**config.mk**
```make
export PLATFORM = sky130hd
export DESIGN_NAME = pspd_top
export DESIGN_NICKNAME = d
export VERILOG_FILES = /design/src/rtl/pspd_pkg.sv /design/src/rtl/pspd_top.sv /design/src/rtl/pspd_parity_tree.sv
export SDC_FILE = /design/constraint.sdc
export NUM_CORES = 1
export LEC_CHECK = 0
export BUFFER_PORTS_ARGS = -buffer_cell sky130_fd_sc_hd__buf_2
export CAP_MARGIN = 20
export CORE_ASPECT_RATIO = 1.75
export CORE_MARGIN = 10
export CORE_UTILIZATION = 26
export DETAILED_ROUTE_END_ITERATION = 6
export GPL_TIMING_DRIVEN = 0
export PLACE_DENSITY = 0.51
export SLEW_MARGIN = 30
export SYNTH_ARGS = -nofsm -noshare
export SYNTH_HDL_FRONTEND = slang
export SYNTH_SLANG_ARGS = --single-unit
```
**constraint.sdc**
```tcl
create_clock -name sys_clk_i -period 7.21 [get_ports sys_clk_i]
set_input_delay 1.442 -clock sys_clk_i [delete_from_list [all_inputs] [get_ports sys_clk_i]]
set_output_delay 1.442 -clock sys_clk_i [all_outputs]
set_load 0.01 [all_outputs]
```
**src/rtl/pspd_pkg.sv**
```systemverilog
// Package: constants, select encodings and word helpers of the port swap/parity datapath
package pspd_pkg;

    // ========================================================================
    // Word geometry
    // ========================================================================
    localparam int unsigned PSPD_WORD_W  = 36;
    localparam int unsigned PSPD_BYTES   = 4;
    localparam int unsigned PSPD_BYTE_W  = 9;
    localparam int unsigned PSPD_PIN_W   = 87;      // Synchronised pin bundle width
    localparam int unsigned PSPD_SYNC_STAGES = 2;

    // ========================================================================
    // APB register map (byte addresses) and fields
    // ========================================================================
    localparam logic [7:0]  PSPD_OFF_CTRL   = 8'h00;
    localparam logic [7:0]  PSPD_OFF_STATUS = 8'h04;
    localparam int unsigned PSPD_CTRL_ODD_BIT   = 0;
    localparam int unsigned PSPD_STAT_ERRA_BIT  = 0;
    localparam int unsigned PSPD_STAT_ERRB_BIT  = 1;
    localparam int unsigned PSPD_STAT_IDX_LSB   = 4;
    localparam logic        PSPD_CTRL_ODD_RST   = 1'b0;   // Even parity after reset
    localparam logic [31:0] PSPD_RDATA_RST      = 32'h0000_0000;

    // ========================================================================
    // Select encodings
    // ========================================================================
    // Swap select, coded {swap_select_lo, swap_select_hi}
    typedef enum logic [1:0] {
        PSPD_SWAP_NONE     = 2'b00,
        PSPD_SWAP_BYTE     = 2'b01,
        PSPD_SWAP_WORD     = 2'b10,
        PSPD_SWAP_BYTEWORD = 2'b11
    } pspd_swap_t;

    // Size select, coded {size_select_lo, size_select_hi}
    typedef enum logic [1:0] {
        PSPD_SIZE_LONG = 2'b00,
        PSPD_SIZE_WORD = 2'b01,
        PSPD_SIZE_BYTE = 2'b10,
        PSPD_SIZE_RSVD = 2'b11
    } pspd_size_t;

    // ========================================================================
    // Helpers
    // ========================================================================
    // Whole bytes move; bit order inside a byte stays put
    function automatic logic [35:0] pspd_swap(input logic [35:0] w, input pspd_swap_t m);
        logic [35:0] r;
        r = w;
        case (m)
            PSPD_SWAP_BYTE:     r = {w[8:0], w[17:9], w[26:18], w[35:27]};
            PSPD_SWAP_WORD:     r = {w[17:0], w[35:18]};
            PSPD_SWAP_BYTEWORD: r = {w[26:18], w[35:27], w[8:0], w[17:9]};
            default:            r = w;
        endcase
        return r;
    endfunction

    // Put generated bits in each byte's top position, or keep the stored ones
    function automatic logic [35:0] pspd_insert(input logic [35:0] w,
                                                input logic [3:0]  gen,
                                                input logic        en);
        logic [35:0] r;
        r = w;
        for (int n = 0; n < 4; n++)
        begin
            r[9*n+8] = en ? gen[n] : w[9*n+8];
        end
        return r;
    endfunction

endpackage

```
**src/rtl/pspd_top.sv**
```systemverilog
// Port A/B datapath of a 36-bit FIFO: port-B swap and sizing, parity gen/check
//
// Operation
// - Swap selects: 00 none, 01 byte swap, 10 word swap, 11 byte-word swap.
// - Port-B read: swap whole word then size; write: size then swap.
// - Swap and sizing are independent; swap exists on port B only.
// - Swaps move whole bytes; selects sampled each port-B clock, may change.
// - Size selects give long, word or byte; endian select picks the lane.
// - Odd or even parity can go in each byte's top bit on either port.
// - Odd parity: nine bits hold odd ones; even: even ones.
// - Read parity generation needs select low, generate high, enable high.
// - Writes to FIFO or mailbox store every input bit of the lanes in use unchanged.
// - Parity computed from each byte's lower eight bits, chosen polarity.
// - Generation on: generated bit loaded; off: stored top bit passes.
// - Mailbox read parity: read, mailbox select, generate; contents untouched.
// - Port-B trees shared by FIFO gen/check and mailbox; port A likewise.
// - Each port has four 9-bit trees, ninth bit is the parity position.
// - Active-low error flag goes low when any input byte fails.
// - Odd select not asserted means even parity everywhere.
// - With sizing, only lanes in use are checked; others suppressed.
// - Check is passive on inputs; it never blocks or alters the write.
`timescale 1ns/1ps
module pspd_top
    import pspd_pkg::*;
(
    // Clock and reset
    input  wire logic        sys_clk_i,
    input  wire logic        nrst_i,
    // APB slave
    input  wire logic        psel_i,
    input  wire logic        penable_i,
    input  wire logic        pwrite_i,
    input  wire logic [7:0]  paddr_i,
    input  wire logic [31:0] pwdata_i,
    output logic      [31:0] prdata_o,
    output logic             pready_o,
    output logic             pslverr_o,
    // Port A pins
    input  wire logic [35:0] a_data_i,
    output logic      [35:0] a_data_o,
    output logic             a_data_oe_o,
    input  wire logic        port_a_select_n_i,
    input  wire logic        port_a_enable_i,
    input  wire logic        a_write_i,
    input  wire logic        a_mail_i,
    input  wire logic        parity_gen_port_a_i,
    output logic             parity_error_port_a_n_o,
    // Port B pins
    input  wire logic [35:0] b_data_i,
    output logic      [35:0] b_data_o,
    output logic             b_data_oe_o,
    input  wire logic        port_b_select_n_i,
    input  wire logic        port_b_enable_i,
    input  wire logic        b_write_i,
    input  wire logic        b_mail_i,
    input  wire logic        parity_gen_port_b_i,
    input  wire logic        swap_select_lo_i,
    input  wire logic        swap_select_hi_i,
    input  wire logic        size_select_lo_i,
    input  wire logic        size_select_hi_i,
    input  wire logic        endian_select_n_i,
    output logic             parity_error_port_b_n_o,
    // Memory core, A to B direction
    output logic      [35:0] a_core_wdata_o,
    output logic             a_core_we_o,
    input  wire logic [35:0] b_core_rdata_i,
    output logic             b_core_rd_o,
    // Memory core, B to A direction
    output logic      [35:0] b_core_wdata_o,
    output logic             b_core_we_o,
    input  wire logic [35:0] a_core_rdata_i,
    output logic             a_core_rd_o
);

    // ========================================================================
    // Pin synchronisers
    // ========================================================================
    logic [PSPD_PIN_W-1:0] pin_raw;
    logic [PSPD_PIN_W-1:0] pin_s1_q;
    logic [PSPD_PIN_W-1:0] pin_s2_q;

    assign pin_raw = {a_data_i, port_a_select_n_i, port_a_enable_i, a_write_i, a_mail_i,
                      parity_gen_port_a_i, b_data_i, port_b_select_n_i, port_b_enable_i,
                      b_write_i, b_mail_i, parity_gen_port_b_i, swap_select_lo_i,
                      swap_select_hi_i, size_select_lo_i, size_select_hi_i,
                      endian_select_n_i};

    // Two stages; only the second stage feeds logic
    always_ff @(posedge sys_clk_i or negedge nrst_i)
    begin
        if (!nrst_i)
        begin
            pin_s1_q <= '0;
            pin_s2_q <= '0;
        end
        else
        begin
            pin_s1_q <= pin_raw;
            pin_s2_q <= pin_s1_q;
        end
    end

    logic [35:0] a_din;
    logic [35:0] b_din;
    logic        a_cs_n, a_en, a_wsel, a_mail, a_pg;
    logic        b_cs_n, b_en, b_wsel, b_mail, b_pg, b_big;
    pspd_swap_t  b_sw;
    pspd_size_t  b_szsel;

    assign {a_din, a_cs_n, a_en, a_wsel, a_mail, a_pg} = pin_s2_q[86:46];
    assign {b_din, b_cs_n, b_en, b_wsel, b_mail, b_pg} = pin_s2_q[45:5];
    assign b_sw    = pspd_swap_t'(pin_s2_q[4:3]);
    assign b_szsel = pspd_size_t'(pin_s2_q[2:1]);
    assign b_big   = ~pin_s2_q[0];                            // Low selects big endian

    // ========================================================================
    // APB registers
    // ========================================================================
    logic        odd_q;
    logic [1:0]  err_sticky_q;
    logic [31:0] prdata_q;
    logic        pready_q;
    logic        pslverr_q;
    logic        a_perr_n_q, b_perr_n_q;
    logic [1:0]  b_idx_q;
    logic [31:0] rd_mux;
    logic        addr_hit;
    logic        apb_setup, apb_wr;

    assign apb_setup = psel_i & ~penable_i & ~pready_q;
    assign apb_wr    = psel_i & penable_i & pready_q & pwrite_i & addr_hit;

    // Address decode; unmapped addresses answer with an error
    always_comb
    begin
        rd_mux   = PSPD_RDATA_RST;
        addr_hit = 1'b1;
        if (paddr_i == PSPD_OFF_CTRL)
            rd_mux[PSPD_CTRL_ODD_BIT] = odd_q;
        else if (paddr_i == PSPD_OFF_STATUS)
        begin
            rd_mux[PSPD_STAT_ERRB_BIT:PSPD_STAT_ERRA_BIT] = err_sticky_q;
            rd_mux[PSPD_STAT_IDX_LSB +: 2]                = b_idx_q;
        end
        else
            addr_hit = 1'b0;
    end

    // No wait state: ready registered at the setup edge
    always_ff @(posedge sys_clk_i or negedge nrst_i)
    begin
        if (!nrst_i)
        begin
            pready_q  <= 1'b0;
            pslverr_q <= 1'b0;
            prdata_q  <= PSPD_RDATA_RST;
        end
        else
        begin
            pready_q  <= apb_setup;
            pslverr_q <= apb_setup & ~addr_hit;
            prdata_q  <= apb_setup ? rd_mux : prdata_q;
        end
    end

    // Control and sticky errors; a new error wins over a clearing write
    always_ff @(posedge sys_clk_i or negedge nrst_i)
    begin
        if (!nrst_i)
        begin
            odd_q        <= PSPD_CTRL_ODD_RST;
            err_sticky_q <= '0;
        end
        else
        begin
            if (apb_wr && paddr_i == PSPD_OFF_CTRL)
                odd_q <= pwdata_i[PSPD_CTRL_ODD_BIT];
            err_sticky_q <= {~b_perr_n_q, ~a_perr_n_q}
                          | (err_sticky_q & ~({2{apb_wr && paddr_i == PSPD_OFF_STATUS}}
                                              & pwdata_i[1:0]));
        end
    end

    assign prdata_o  = prdata_q;
    assign pready_o  = pready_q;
    assign pslverr_o = pslverr_q;

    // ========================================================================
    // Port A
    // ========================================================================
    logic        a_wr, a_rd;
    logic [35:0] a_src, a_tree_in;
    logic [3:0]  a_gen, a_err;
    logic [35:0] a_dout_q, a_core_wdata_q, mbox_ab_q, mbox_ba_q;
    logic        a_oe_q, a_core_we_q, a_core_rd_q;

    assign a_wr      = ~a_cs_n & a_en & a_wsel;
    assign a_rd      = ~a_cs_n & a_en & ~a_wsel;
    assign a_src     = a_mail ? mbox_ba_q : a_core_rdata_i;
    assign a_tree_in = a_wr ? a_din : a_src;

    pspd_parity_tree u_tree_a (
        .word_i (a_tree_in),
        .odd_i  (odd_q),
        .gen_o  (a_gen),
        .err_o  (a_err)
    );

    // Writes store raw pins; checking only reports
    always_ff @(posedge sys_clk_i or negedge nrst_i)
    begin
        if (!nrst_i)
        begin
            a_dout_q       <= '0;
            a_oe_q         <= 1'b0;
            a_core_wdata_q <= '0;
            a_core_we_q    <= 1'b0;
            a_core_rd_q    <= 1'b0;
            mbox_ab_q      <= '0;
            a_perr_n_q     <= 1'b1;
        end
        else
        begin
            a_dout_q       <= a_rd ? pspd_insert(a_src, a_gen, a_pg) : a_dout_q;
            a_oe_q         <= ~a_cs_n & ~a_wsel;
            a_core_wdata_q <= (a_wr & ~a_mail) ? a_din : a_core_wdata_q;
            a_core_we_q    <= a_wr & ~a_mail;
            a_core_rd_q    <= a_rd & ~a_mail;
            mbox_ab_q      <= (a_wr & a_mail) ? a_din : mbox_ab_q;
            a_perr_n_q     <= ~(a_wr & (|a_err));
        end
    end

    assign a_data_o                = a_dout_q;
    assign a_data_oe_o             = a_oe_q;
    assign a_core_wdata_o          = a_core_wdata_q;
    assign a_core_we_o             = a_core_we_q;
    assign a_core_rd_o             = a_core_rd_q;
    assign parity_error_port_a_n_o = a_perr_n_q;

    // ========================================================================
    // Port B: swap, sizing, parity
    // ========================================================================
    logic        b_wr, b_rd, b_fifo_op, b_last_piece;
    pspd_size_t  b_sz;
    logic [1:0]  b_last, b_ord;
    logic [3:0]  b_mask, b_gen, b_err;
    logic [35:0] b_rd_word, b_gen_word, b_tree_in, b_rd_next, b_asm_next;
    logic [35:0] b_dout_q, b_asm_q, b_core_wdata_q;
    logic        b_oe_q, b_core_we_q, b_core_rd_q;

    assign b_wr  = ~b_cs_n & b_en & b_wsel;
    assign b_rd  = ~b_cs_n & b_en & ~b_wsel;
    // Mailbox traffic and the spare code run as long words
    assign b_sz  = (b_mail || b_szsel == PSPD_SIZE_RSVD) ? PSPD_SIZE_LONG : b_szsel;
    assign b_last = (b_sz == PSPD_SIZE_BYTE) ? 2'd3 : (b_sz == PSPD_SIZE_WORD) ? 2'd1 : 2'd0;
    assign b_ord  = b_big ? (b_last - b_idx_q) : b_idx_q;        // Big endian: high first
    assign b_fifo_op    = (b_wr | b_rd) & ~b_mail;
    assign b_last_piece = (b_idx_q == b_last);

    // Read swaps the whole word before any sizing
    assign b_rd_word  = b_mail ? mbox_ab_q : pspd_swap(b_core_rdata_i, b_sw);
    assign b_tree_in  = b_wr ? b_din : b_rd_word;
    assign b_gen_word = pspd_insert(b_rd_word, b_gen, b_pg);

    // Only lanes carrying data are checked
    assign b_mask = (b_sz == PSPD_SIZE_LONG) ? 4'hf
                  : (b_sz == PSPD_SIZE_WORD) ? (b_big ? 4'hc : 4'h3)
                  : (b_big ? 4'h8 : 4'h1);

    pspd_parity_tree u_tree_b (
        .word_i (b_tree_in),
        .odd_i  (odd_q),
        .gen_o  (b_gen),
        .err_o  (b_err)
    );

    // Narrow read: unused lanes keep their last values
    always_comb
    begin
        b_rd_next  = b_dout_q;
        b_asm_next = b_asm_q;
        case (b_sz)
            PSPD_SIZE_WORD:
            begin
                if (b_big)
                    b_rd_next[35:18] = b_gen_word[18*b_ord[0] +: 18];
                else
                    b_rd_next[17:0]  = b_gen_word[18*b_ord[0] +: 18];
                b_asm_next[18*b_ord[0] +: 18] = b_big ? b_din[35:18] : b_din[17:0];
            end
            PSPD_SIZE_BYTE:
            begin
                if (b_big)
                    b_rd_next[35:27] = b_gen_word[9*b_ord +: 9];
                else
                    b_rd_next[8:0]   = b_gen_word[9*b_ord +: 9];
                b_asm_next[9*b_ord +: 9] = b_big ? b_din[35:27] : b_din[8:0];
            end
            default:
            begin
                b_rd_next  = b_gen_word;
                b_asm_next = b_din;
            end
        endcase
    end

    // Write assembles pieces first, swaps on the last one
    always_ff @(posedge sys_clk_i or negedge nrst_i)
    begin
        if (!nrst_i)
        begin
            b_dout_q       <= '0;
            b_oe_q         <= 1'b0;
            b_asm_q        <= '0;
            b_idx_q        <= '0;
            b_core_wdata_q <= '0;
            b_core_we_q    <= 1'b0;
            b_core_rd_q    <= 1'b0;
            mbox_ba_q      <= '0;
            b_perr_n_q     <= 1'b1;
        end
        else
        begin
            b_dout_q    <= b_rd ? b_rd_next : b_dout_q;
            b_oe_q      <= ~b_cs_n & ~b_wsel;
            b_asm_q     <= (b_wr & ~b_mail) ? b_asm_next : b_asm_q;
            b_idx_q     <= (b_fifo_op & ~b_last_piece) ? b_idx_q + 2'd1
                         : b_fifo_op ? 2'd0 : b_idx_q;
            b_core_wdata_q <= (b_wr & ~b_mail & b_last_piece)
                            ? pspd_swap(b_asm_next, b_sw) : b_core_wdata_q;
            b_core_we_q <= b_wr & ~b_mail & b_last_piece;
            b_core_rd_q <= b_rd & ~b_mail & b_last_piece;
            mbox_ba_q   <= (b_wr & b_mail) ? b_din : mbox_ba_q;
            b_perr_n_q  <= ~(b_wr & (|(b_err & b_mask)));
        end
    end

    assign b_data_o                = b_dout_q;
    assign b_data_oe_o             = b_oe_q;
    assign b_core_wdata_o          = b_core_wdata_q;
    assign b_core_we_o             = b_core_we_q;
    assign b_core_rd_o             = b_core_rd_q;
    assign parity_error_port_b_n_o = b_perr_n_q;
endmodule

```
**src/rtl/pspd_parity_tree.sv**
```systemverilog
// Four 9-bit parity trees: generate from the low eight bits, check all nine
`timescale 1ns/1ps
module pspd_parity_tree
    import pspd_pkg::*;
(
    // Data and polarity
    input  wire logic [35:0] word_i,
    input  wire logic        odd_i,
    // Per-byte results
    output logic      [3:0]  gen_o,
    output logic      [3:0]  err_o
);

    // ========================================================================
    // One tree per byte
    // ========================================================================
    for (genvar n = 0; n < 4; n++)
    begin : g_tree
        // Odd: nine bits hold odd ones; even: even ones
        assign gen_o[n] = (^word_i[9*n +: 8]) ^ odd_i;
        // Ninth bit is the parity position of the
        assign err_o[n] = (^word_i[9*n +: 9]) ^ odd_i;
    end

endmodule

```
==> results.tsv, run 1 <==
metric	value	unit
outcome	finished clean	
Post-synth EDFFs	0	
Initial Utilization	26.1	%
final worst setup slack	370	ps
Clock Latency Late Sink	610	ps
Final Cycle Share	94.9	%
worst hold margin	326	ps
CTS tree	built	
layout cells sized above 1	27.1	%
Die Ht	402	microns
max-slew violation count	0	
commonest non-fill, non-tap cell in the layout	dfrtp_1	
CP Data Required Time	7680	ps
Die Area	0.0958	sq mm
synth top area cells	dfrtp_1 51%, mux2_2 8.7%, mux2i_1 6.4%, nand2_1 5.1%, xnor2_1 4.2%	
Root Driver	clkbuf_16	
Yosys reg bits	445	
first-pass GRT wire length	130000	microns
PortBufs	331	
Max Fclk	146	MHz
DR iter-0 viols	1182	
Num Clock Sinks	445	
Buffers & Inverters on Critical Path	10	
antenna violations before repair	11	
row cnt	140	
main flop type after synthesis	dfrtp_1	
sequential fraction of the synthesis area	51.4	%
H-tree depth	2	
Synth Instances	2016	
Non-Filler Instances	3538	
gr usage total	18.6	%
top-area cell type share of the netlist area	51.1	%
CTS Buf Count	47	
fill cell count	8786	
IO Pins	390	
commonest non-fill, non-tap cells in the layout	443 x dfrtp_1, 340 x buf_2, 294 x nand2_1	
largest net degree at the start of global routing	84	
DP HPWL	72900	microns
first-pass iteration count of the detailed router	5	
Yosys cell types	64	
GPL Wtd Cong	0.938	
remaining antenna violation count	0	
max_slew headroom	37.3	%
Worst Path Max Fanout	19	
Period minus WS final	6840	ps
worst vdd ir	0.211	mV
Clk pin slew, worst setup/hold paths	60	ps
drt total wl	91100	microns
Placed Cells	3447	
worst path cell trace	clkbuf_2, clkbuf_1, clkbuf_2, nor3b_1, ha_1, ha_1, mux2_2, inv_2, buf_2, clkbuf_4, buf_2, ha_1, clkbuf_1, clkbuf_1, nand3b_1, buf_4, o22ai_1, a221oi_1, a21oi_1, mux2_2, nand2_1, o21ai_1, mux2_2	
Synth Area per Inst	10.8	sq um
biggest area consumer among synthesized cells	dfrtp_1	
delay-heaviest family, CP	buffers and inverters	
Min-Delay Path Class	reg2reg	
worst path arrival time	7310	ps
max_cap viols	0	
Core Area	0.0830	sq mm
clock skew	33.1	ps
worst-margin pin slew	940	ps
Nets	2641	
slowest stage delay, CP	540	ps
Final Hold Fails	0	
P&R area growth vs syn	22.3	%
final setup violating endpoints	0	
Worst path slowest cell	dfrtp_1	
Setup WS pre-CTS	-856	ps
GRT overflow	0	
Startpoint Class	register	
YS warnings	0	
register area	0.0111	sq mm
vias post-DR	17243	
Die X	238	microns
synthesized area	0.0217	sq mm
RSZ-0062 raised after global routing	no	
critical path class	reg2reg	
drt via density	4.87	
power per cell area	318	mW/mm^2
leak pwr	12.1	nW
vias in the first global route	18072	
crit path capture type	register	
routed len/inst	25.7	microns
DRC	0	
CTS hold repair buffers	0	
Max clock buf depth	3	
footprint of the multi-input gates	0.00978	sq mm
Async S/R FF share, synth	100	%
path summary, 6_finish.rpt:
check	startpoint	to	slack, ps	depth (start not counted)
hold / removal	pin_s1_q[76]	pin_s2_q[76]	330	0
setup reg to reg	pin_s2_q[6]	b_core_wdata_o[4]	370	23
min in group asynchronous	nrst_i	pin_s1_q[66]	680	1
max in group asynchronous	nrst_i	parity_error_port_a_n_o	5100	4
hold reg to reg	pin_s1_q[76]	pin_s2_q[76]	330	0
setup / recovery	pin_s2_q[6]	b_core_wdata_o[4]	370	23
metal layers:
layer | vias to the layer above | GRT usage, % | share of wire [%]
met3 | 192 | 2.98 | 5.0
li1 | 7846 | - | -
met2 | 676 | 33.9 | 52
met5 | - | 0 | 0.023
met1 | 8525 | 19.6 | 36
met4 | 4 | 11.6 | 6.6
kinds of logic after synthesis:
| family | synth area share, % |
|---|---|
| other cells | 0.0173 |
| fa+ha+maj | 0.288 |
| xor+xnor | 6.19 |
| flops | 51.4 |
| simple gates | 7.85 |
| mux | 17.6 |
| buf+inv | 4.07 |
| compound gates | 12.7 |
metrics by stage:
stage | TNS (ps) | total power, mW | utilization, % | cell area [sq um]
3_5_place_dp | -28040 | 6.02 | 30.1 | 25000
5_1_grt | 0 | 8.89 | 31.9 | 26500
2_1_floorplan | 0 | 4.84 | - | 21800
6_report | 0 | 8.43 | 31.9 | 26500
3_3_place_gp | -2202980 | 5.99 | 29.8 | 24800
4_1_cts | 0 | 8.54 | 31.9 | 26500
area by class of cell:
| type | count | share of cell area [%] |
|---|---|---|
| sequential | 445 | 42.0 |
| multi-input combinational | 1399 | 36.9 |
| clock buffer | 63 | 4.97 |
| inverter | 47 | 0.665 |
| buffer | 151 | 2.68 |
| antenna | 5 | 0.0472 |
| clock inverter | 22 | 0.750 |
| timing repair buffer | 341 | 7.00 |
| tap | 1065 | 5.02 |
power breakdown:
group / leakage (nW) / switching [mW] / total [mW] / internal [mW]
combinational: 5.98 / 1.62 / 2.69 / 1.07
clock: 0.738 / 1.09 / 2.46 / 1.36
sequential: 5.38 / 0.349 / 3.28 / 2.93
repair_timing:
action	4_1_cts	5_1_grt
buffers inserted	2	0
gates resized for setup	4	1
setup endpoints to repair	45	36
cell usage after synthesis, types with 8 or more instances:
master,n
a21oi_1,84
nor3_1,9
a21o_1,12
o211ai_1,17
o221ai_1,17
a221oi_1,19
o22ai_1,27
o21ai_0,161
o21ai_1,76
mux4_2,21
mux2i_1,138
nand2_1,294
nor2b_1,10
xnor2_1,103
dfrtp_1,443
inv_1,41
mux2_2,167
a211oi_1,17
buf_1,20
nand3_1,8
clkbuf_1,93
xor2_1,45
nor2_1,73
buf_4,30
state kept, by name, indices dropped and copies added, names as in the netlist:
name                     cells
pin_s1_q                    87
pin_s2_q                    87
a_core_wdata_o              36
a_data_o                    36
b_asm_q                     36
b_core_wdata_o              36
b_data_o                    36
mbox_ab_q                   36
mbox_ba_q                   36
prdata_o                     4
b_idx_q                      2
err_sticky_q                 2
a_core_rd_o                  1
a_core_we_o                  1
a_data_oe_o                  1
b_core_rd_o                  1
b_core_we_o                  1
b_data_oe_o                  1
odd_q                        1
parity_error_port_a_n_o      1
parity_error_port_b_n_o      1
pready_o                     1
pslverr_o                    1
worst reg2reg max path: stages (launching register included):
cell and delay [ps]:
dfrtp_1 540, clkbuf_2 340, clkbuf_1 390, clkbuf_2 340
nor3b_1 110, ha_1 390, ha_1 380, mux2_2 400
inv_2 80, buf_2 280, clkbuf_4 400, buf_2 350
ha_1 170, clkbuf_1 330, clkbuf_1 420, nand3b_1 260
buf_4 180, o22ai_1 70, a221oi_1 310, a21oi_1 160
mux2_2 360, nand2_1 70, o21ai_1 80, mux2_2 280
Note: power is estimated with default switching activity, not from simulation.
==> inputs of run 2 (changes only) <==
- PLACE_DENSITY: 0.51 -> 0.53
- clock period: 7.21 -> 5.5 ns (I/O delays scaled with it)
==> results.tsv, run 2 (synthesis gave the netlist of run 1 again) <==
metric	value	unit	change
outcome	finished clean		unchanged
DP HPWL	72200	microns	was 72,900 microns
Die Ht	402	microns	unchanged
Final Hold Fails	0		unchanged
largest registers	pin_s1_q x87, pin_s2_q x87		unchanged
commonest non-fill, non-tap cells in the layout	443 x dfrtp_1, 337 x buf_2, 294 x nand2_1		was 443 x dfrtp_1, 340 x buf_2, 294 x nand2_1
P&R area growth vs syn	22.7	%	was 22.3%
internal power	7.23	mW	was 5.36 mW
GRT overflow	0		unchanged
crit path capture type	register		unchanged
vias post-DR	17272		was 17,243
gr usage total	18.3	%	was 18.6%
Top Metal Used	met5		unchanged
commonest non-fill, non-tap cell in the layout	dfrtp_1		unchanged
Initial Utilization	26.1	%	unchanged
fill cell count	8753		was 8,786
GPL Wtd Cong	0.938		about the same
sequential share of power	38.5	%	was 38.9%
Comb power frac	31.3	%	was 32.0%
drt via density	4.89		was 4.87
Max clock buf depth	3		unchanged
Num Clock Sinks	445		unchanged
routed len/inst	25.4	microns	was 25.7 microns
RSZ-0062 raised after global routing	no		unchanged
critical path class	reg2reg		unchanged
worst path arrival time	5800	ps	was 7310 ps
worst-margin pin slew	1010	ps	was 940 ps
vias in the first global route	17982		was 18,072
H-tree depth	2		unchanged
delay-heaviest family, CP	buffers and inverters		unchanged
Die Area	0.0958	sq mm	unchanged
worst path cell trace	buf_6, nor3b_1, ha_1, ha_1, mux2_2, inv_2, buf_2, buf_8, ha_1, clkbuf_1, clkbuf_4, nand3b_1, buf_4, o22ai_1, a221oi_1, a21oi_1, mux2_2, nand2_1, o21ai_1, mux2_2		was clkbuf_2, clkbuf_1, clkbuf_2, nor3b_1, ha_1, ha_1, mux2_2, inv_2, buf_2, clkbuf_4, buf_2, ha_1, clkbuf_1, clkbuf_1, nand3b_1, buf_4, o22ai_1, a221oi_1, a21oi_1, mux2_2, nand2_1, o21ai_1, mux2_2
Min-Delay Path Class	in2async		was reg2reg
DRC	0		unchanged
Met1 Routed Length	31700	microns	was 32,800 microns
slowest stage delay, CP	490	ps	was 540 ps
Max Fclk	188	MHz	was 146 MHz
Nets	2636		was 2,641
Clk pwr share	30.2	%	was 29.1%
footprint of the multi-input gates	0.00979	sq mm	was 0.00978 sq mm
leak pwr	12.1	nW	about the same
worst vdd ir	0.292	mV	was 0.211 mV
first-pass iteration count of the detailed router	5		unchanged
drt total wl	89800	microns	was 91,100 microns
Period minus WS final	5330	ps	was 6840 ps
first-pass GRT wire length	128000	microns	was 130,000 microns
Core Area	0.0830	sq mm	unchanged
final setup violating endpoints	0		unchanged
DR iter-0 viols	981		was 1,182
CTS tree	built		unchanged
IO Pins	390		unchanged
Buffers & Inverters on Critical Path	7		was 10
DR WL met2	46900	microns	was 47,700 microns
largest net degree at the start of global routing	82		was 84
Clk pin slew, worst setup/hold paths	60	ps	about the same
Root Driver	clkbuf_16		unchanged
Sw Share	35.5	%	was 36.4%
max-slew violation count	0		unchanged
Startpoint Class	register		unchanged
Final Util	32.0	%	was 31.9%
CP Data Required Time	5970	ps	was 7680 ps
max_slew headroom	33.0	%	was 37.3%
Worst Path Max Fanout	28		was 19
reg-to-reg slack, setup	170	ps	was 370 ps
final worst setup slack	170	ps	was 370 ps
PortBufs	331		unchanged
power per cell area	421	mW/mm^2	was 318 mW/mm^2
Setup WS pre-CTS	-1790	ps	was -856 ps
remaining antenna violation count	0		unchanged
register area	0.0111	sq mm	unchanged
antenna violations before repair	13		was 11
Die X	238	microns	unchanged
switching power	3.98	mW	was 3.07 mW
DR WL met3	4820	microns	was 4580 microns
Final Cycle Share	96.9	%	was 94.9%
max_cap viols	0		unchanged
layout cells sized above 1	27.0	%	was 27.1%
clock skew	42.8	ps	was 33.1 ps
row cnt	140		unchanged
Clock Latency Late Sink	610	ps	about the same
CTS Buf Count	48		was 47
Worst path slowest cell	dfrtp_1		unchanged
run 2: cell count changes in the layout (fill, tap and decap cells not counted), moves of 2 or more:
cell,change
buf_2,-3
clkbuf_2,-2
clkinv_2,-3
bufinv_16,+4
clkbuf_1,-3
run 2: worst paths after layout:
| check | end | start | cells after the start |
|---|---|---|---|
| worst max-delay path | b_core_wdata_o[6] | pin_s2_q[6] | 20 |
| worst min-delay path | pin_s1_q[23] | nrst_i | 1 |
| worst max register to register | b_core_wdata_o[6] | pin_s2_q[6] | 20 |
| worst min register to register | pin_s2_q[60] | pin_s1_q[60] | 0 |
| max in group asynchronous | parity_error_port_b_n_o | nrst_i | 4 |
| min in group sys_clk_i | pin_s2_q[60] | pin_s1_q[60] | 0 |
run 2: repair_timing:
| item | 4_1_cts | 5_1_grt |
|---|---|---|
| setup buffers | 1 | 0 |
| endpoints found under the setup margin | 83 | 36 |
| resized for setup | 9 | 3 |
| hold buffers | 0 | 0 |
run 2: power by group through the flow:
stage	logic [mW]	registers, mW	clock network, mW
6_report	3.51	4.31	3.39
5_1_grt	3.80	4.38	3.62
4_1_cts	3.53	4.32	3.52
3_5_place_dp	3.50	4.37	0
3_3_place_gp	3.46	4.36	0
2_1_floorplan	2.00	4.35	0
run 2: worst reg2reg max path, delay by kind of cell (launching register included):
kind            cells  cell delay (ps)
simple gates        3              480
fa+ha+maj           3              900
mux                 3             1030
buf+inv             7             1590
compound gates      4              700
flops               1              490
run 2: per-layer routing:
layer	vias up	track usage, %
met4	6	11.9
met1	8538	19.2
met2	665	33.3
met3	227	3.00
met5	-	0
li1	7836	-
run 2: layout make-up:
class | instances | area share (%)
Sequential cell | 445 | 41.9
Multi-Input combinational cell | 1399 | 36.8
Timing Repair Buffer | 338 | 6.91
Tap cell | 1065 | 5.01
Clock buffer | 62 | 4.98
Buffer | 148 | 2.69
Clock inverter | 21 | 1.06
Inverter | 47 | 0.663
Antenna cell | 4 | 0.0376
run 2: through the flow:
step | power [mW] | hold slack (ps) | TNS (ps) | instance area [sq um] | std cells
after floorplan | 6.35 | 331 | 0 | 21800 | 2043
after global placement | 7.82 | 332 | -2816640 | 24800 | 3439
after detailed placement | 7.87 | 335 | -93890 | 25000 | 3445
after CTS | 11.4 | 253 | 0 | 26600 | 3526
after global routing | 11.8 | 274 | 0 | 26600 | 3528
final | 11.2 | 301 | 0 | 26600 | 3529
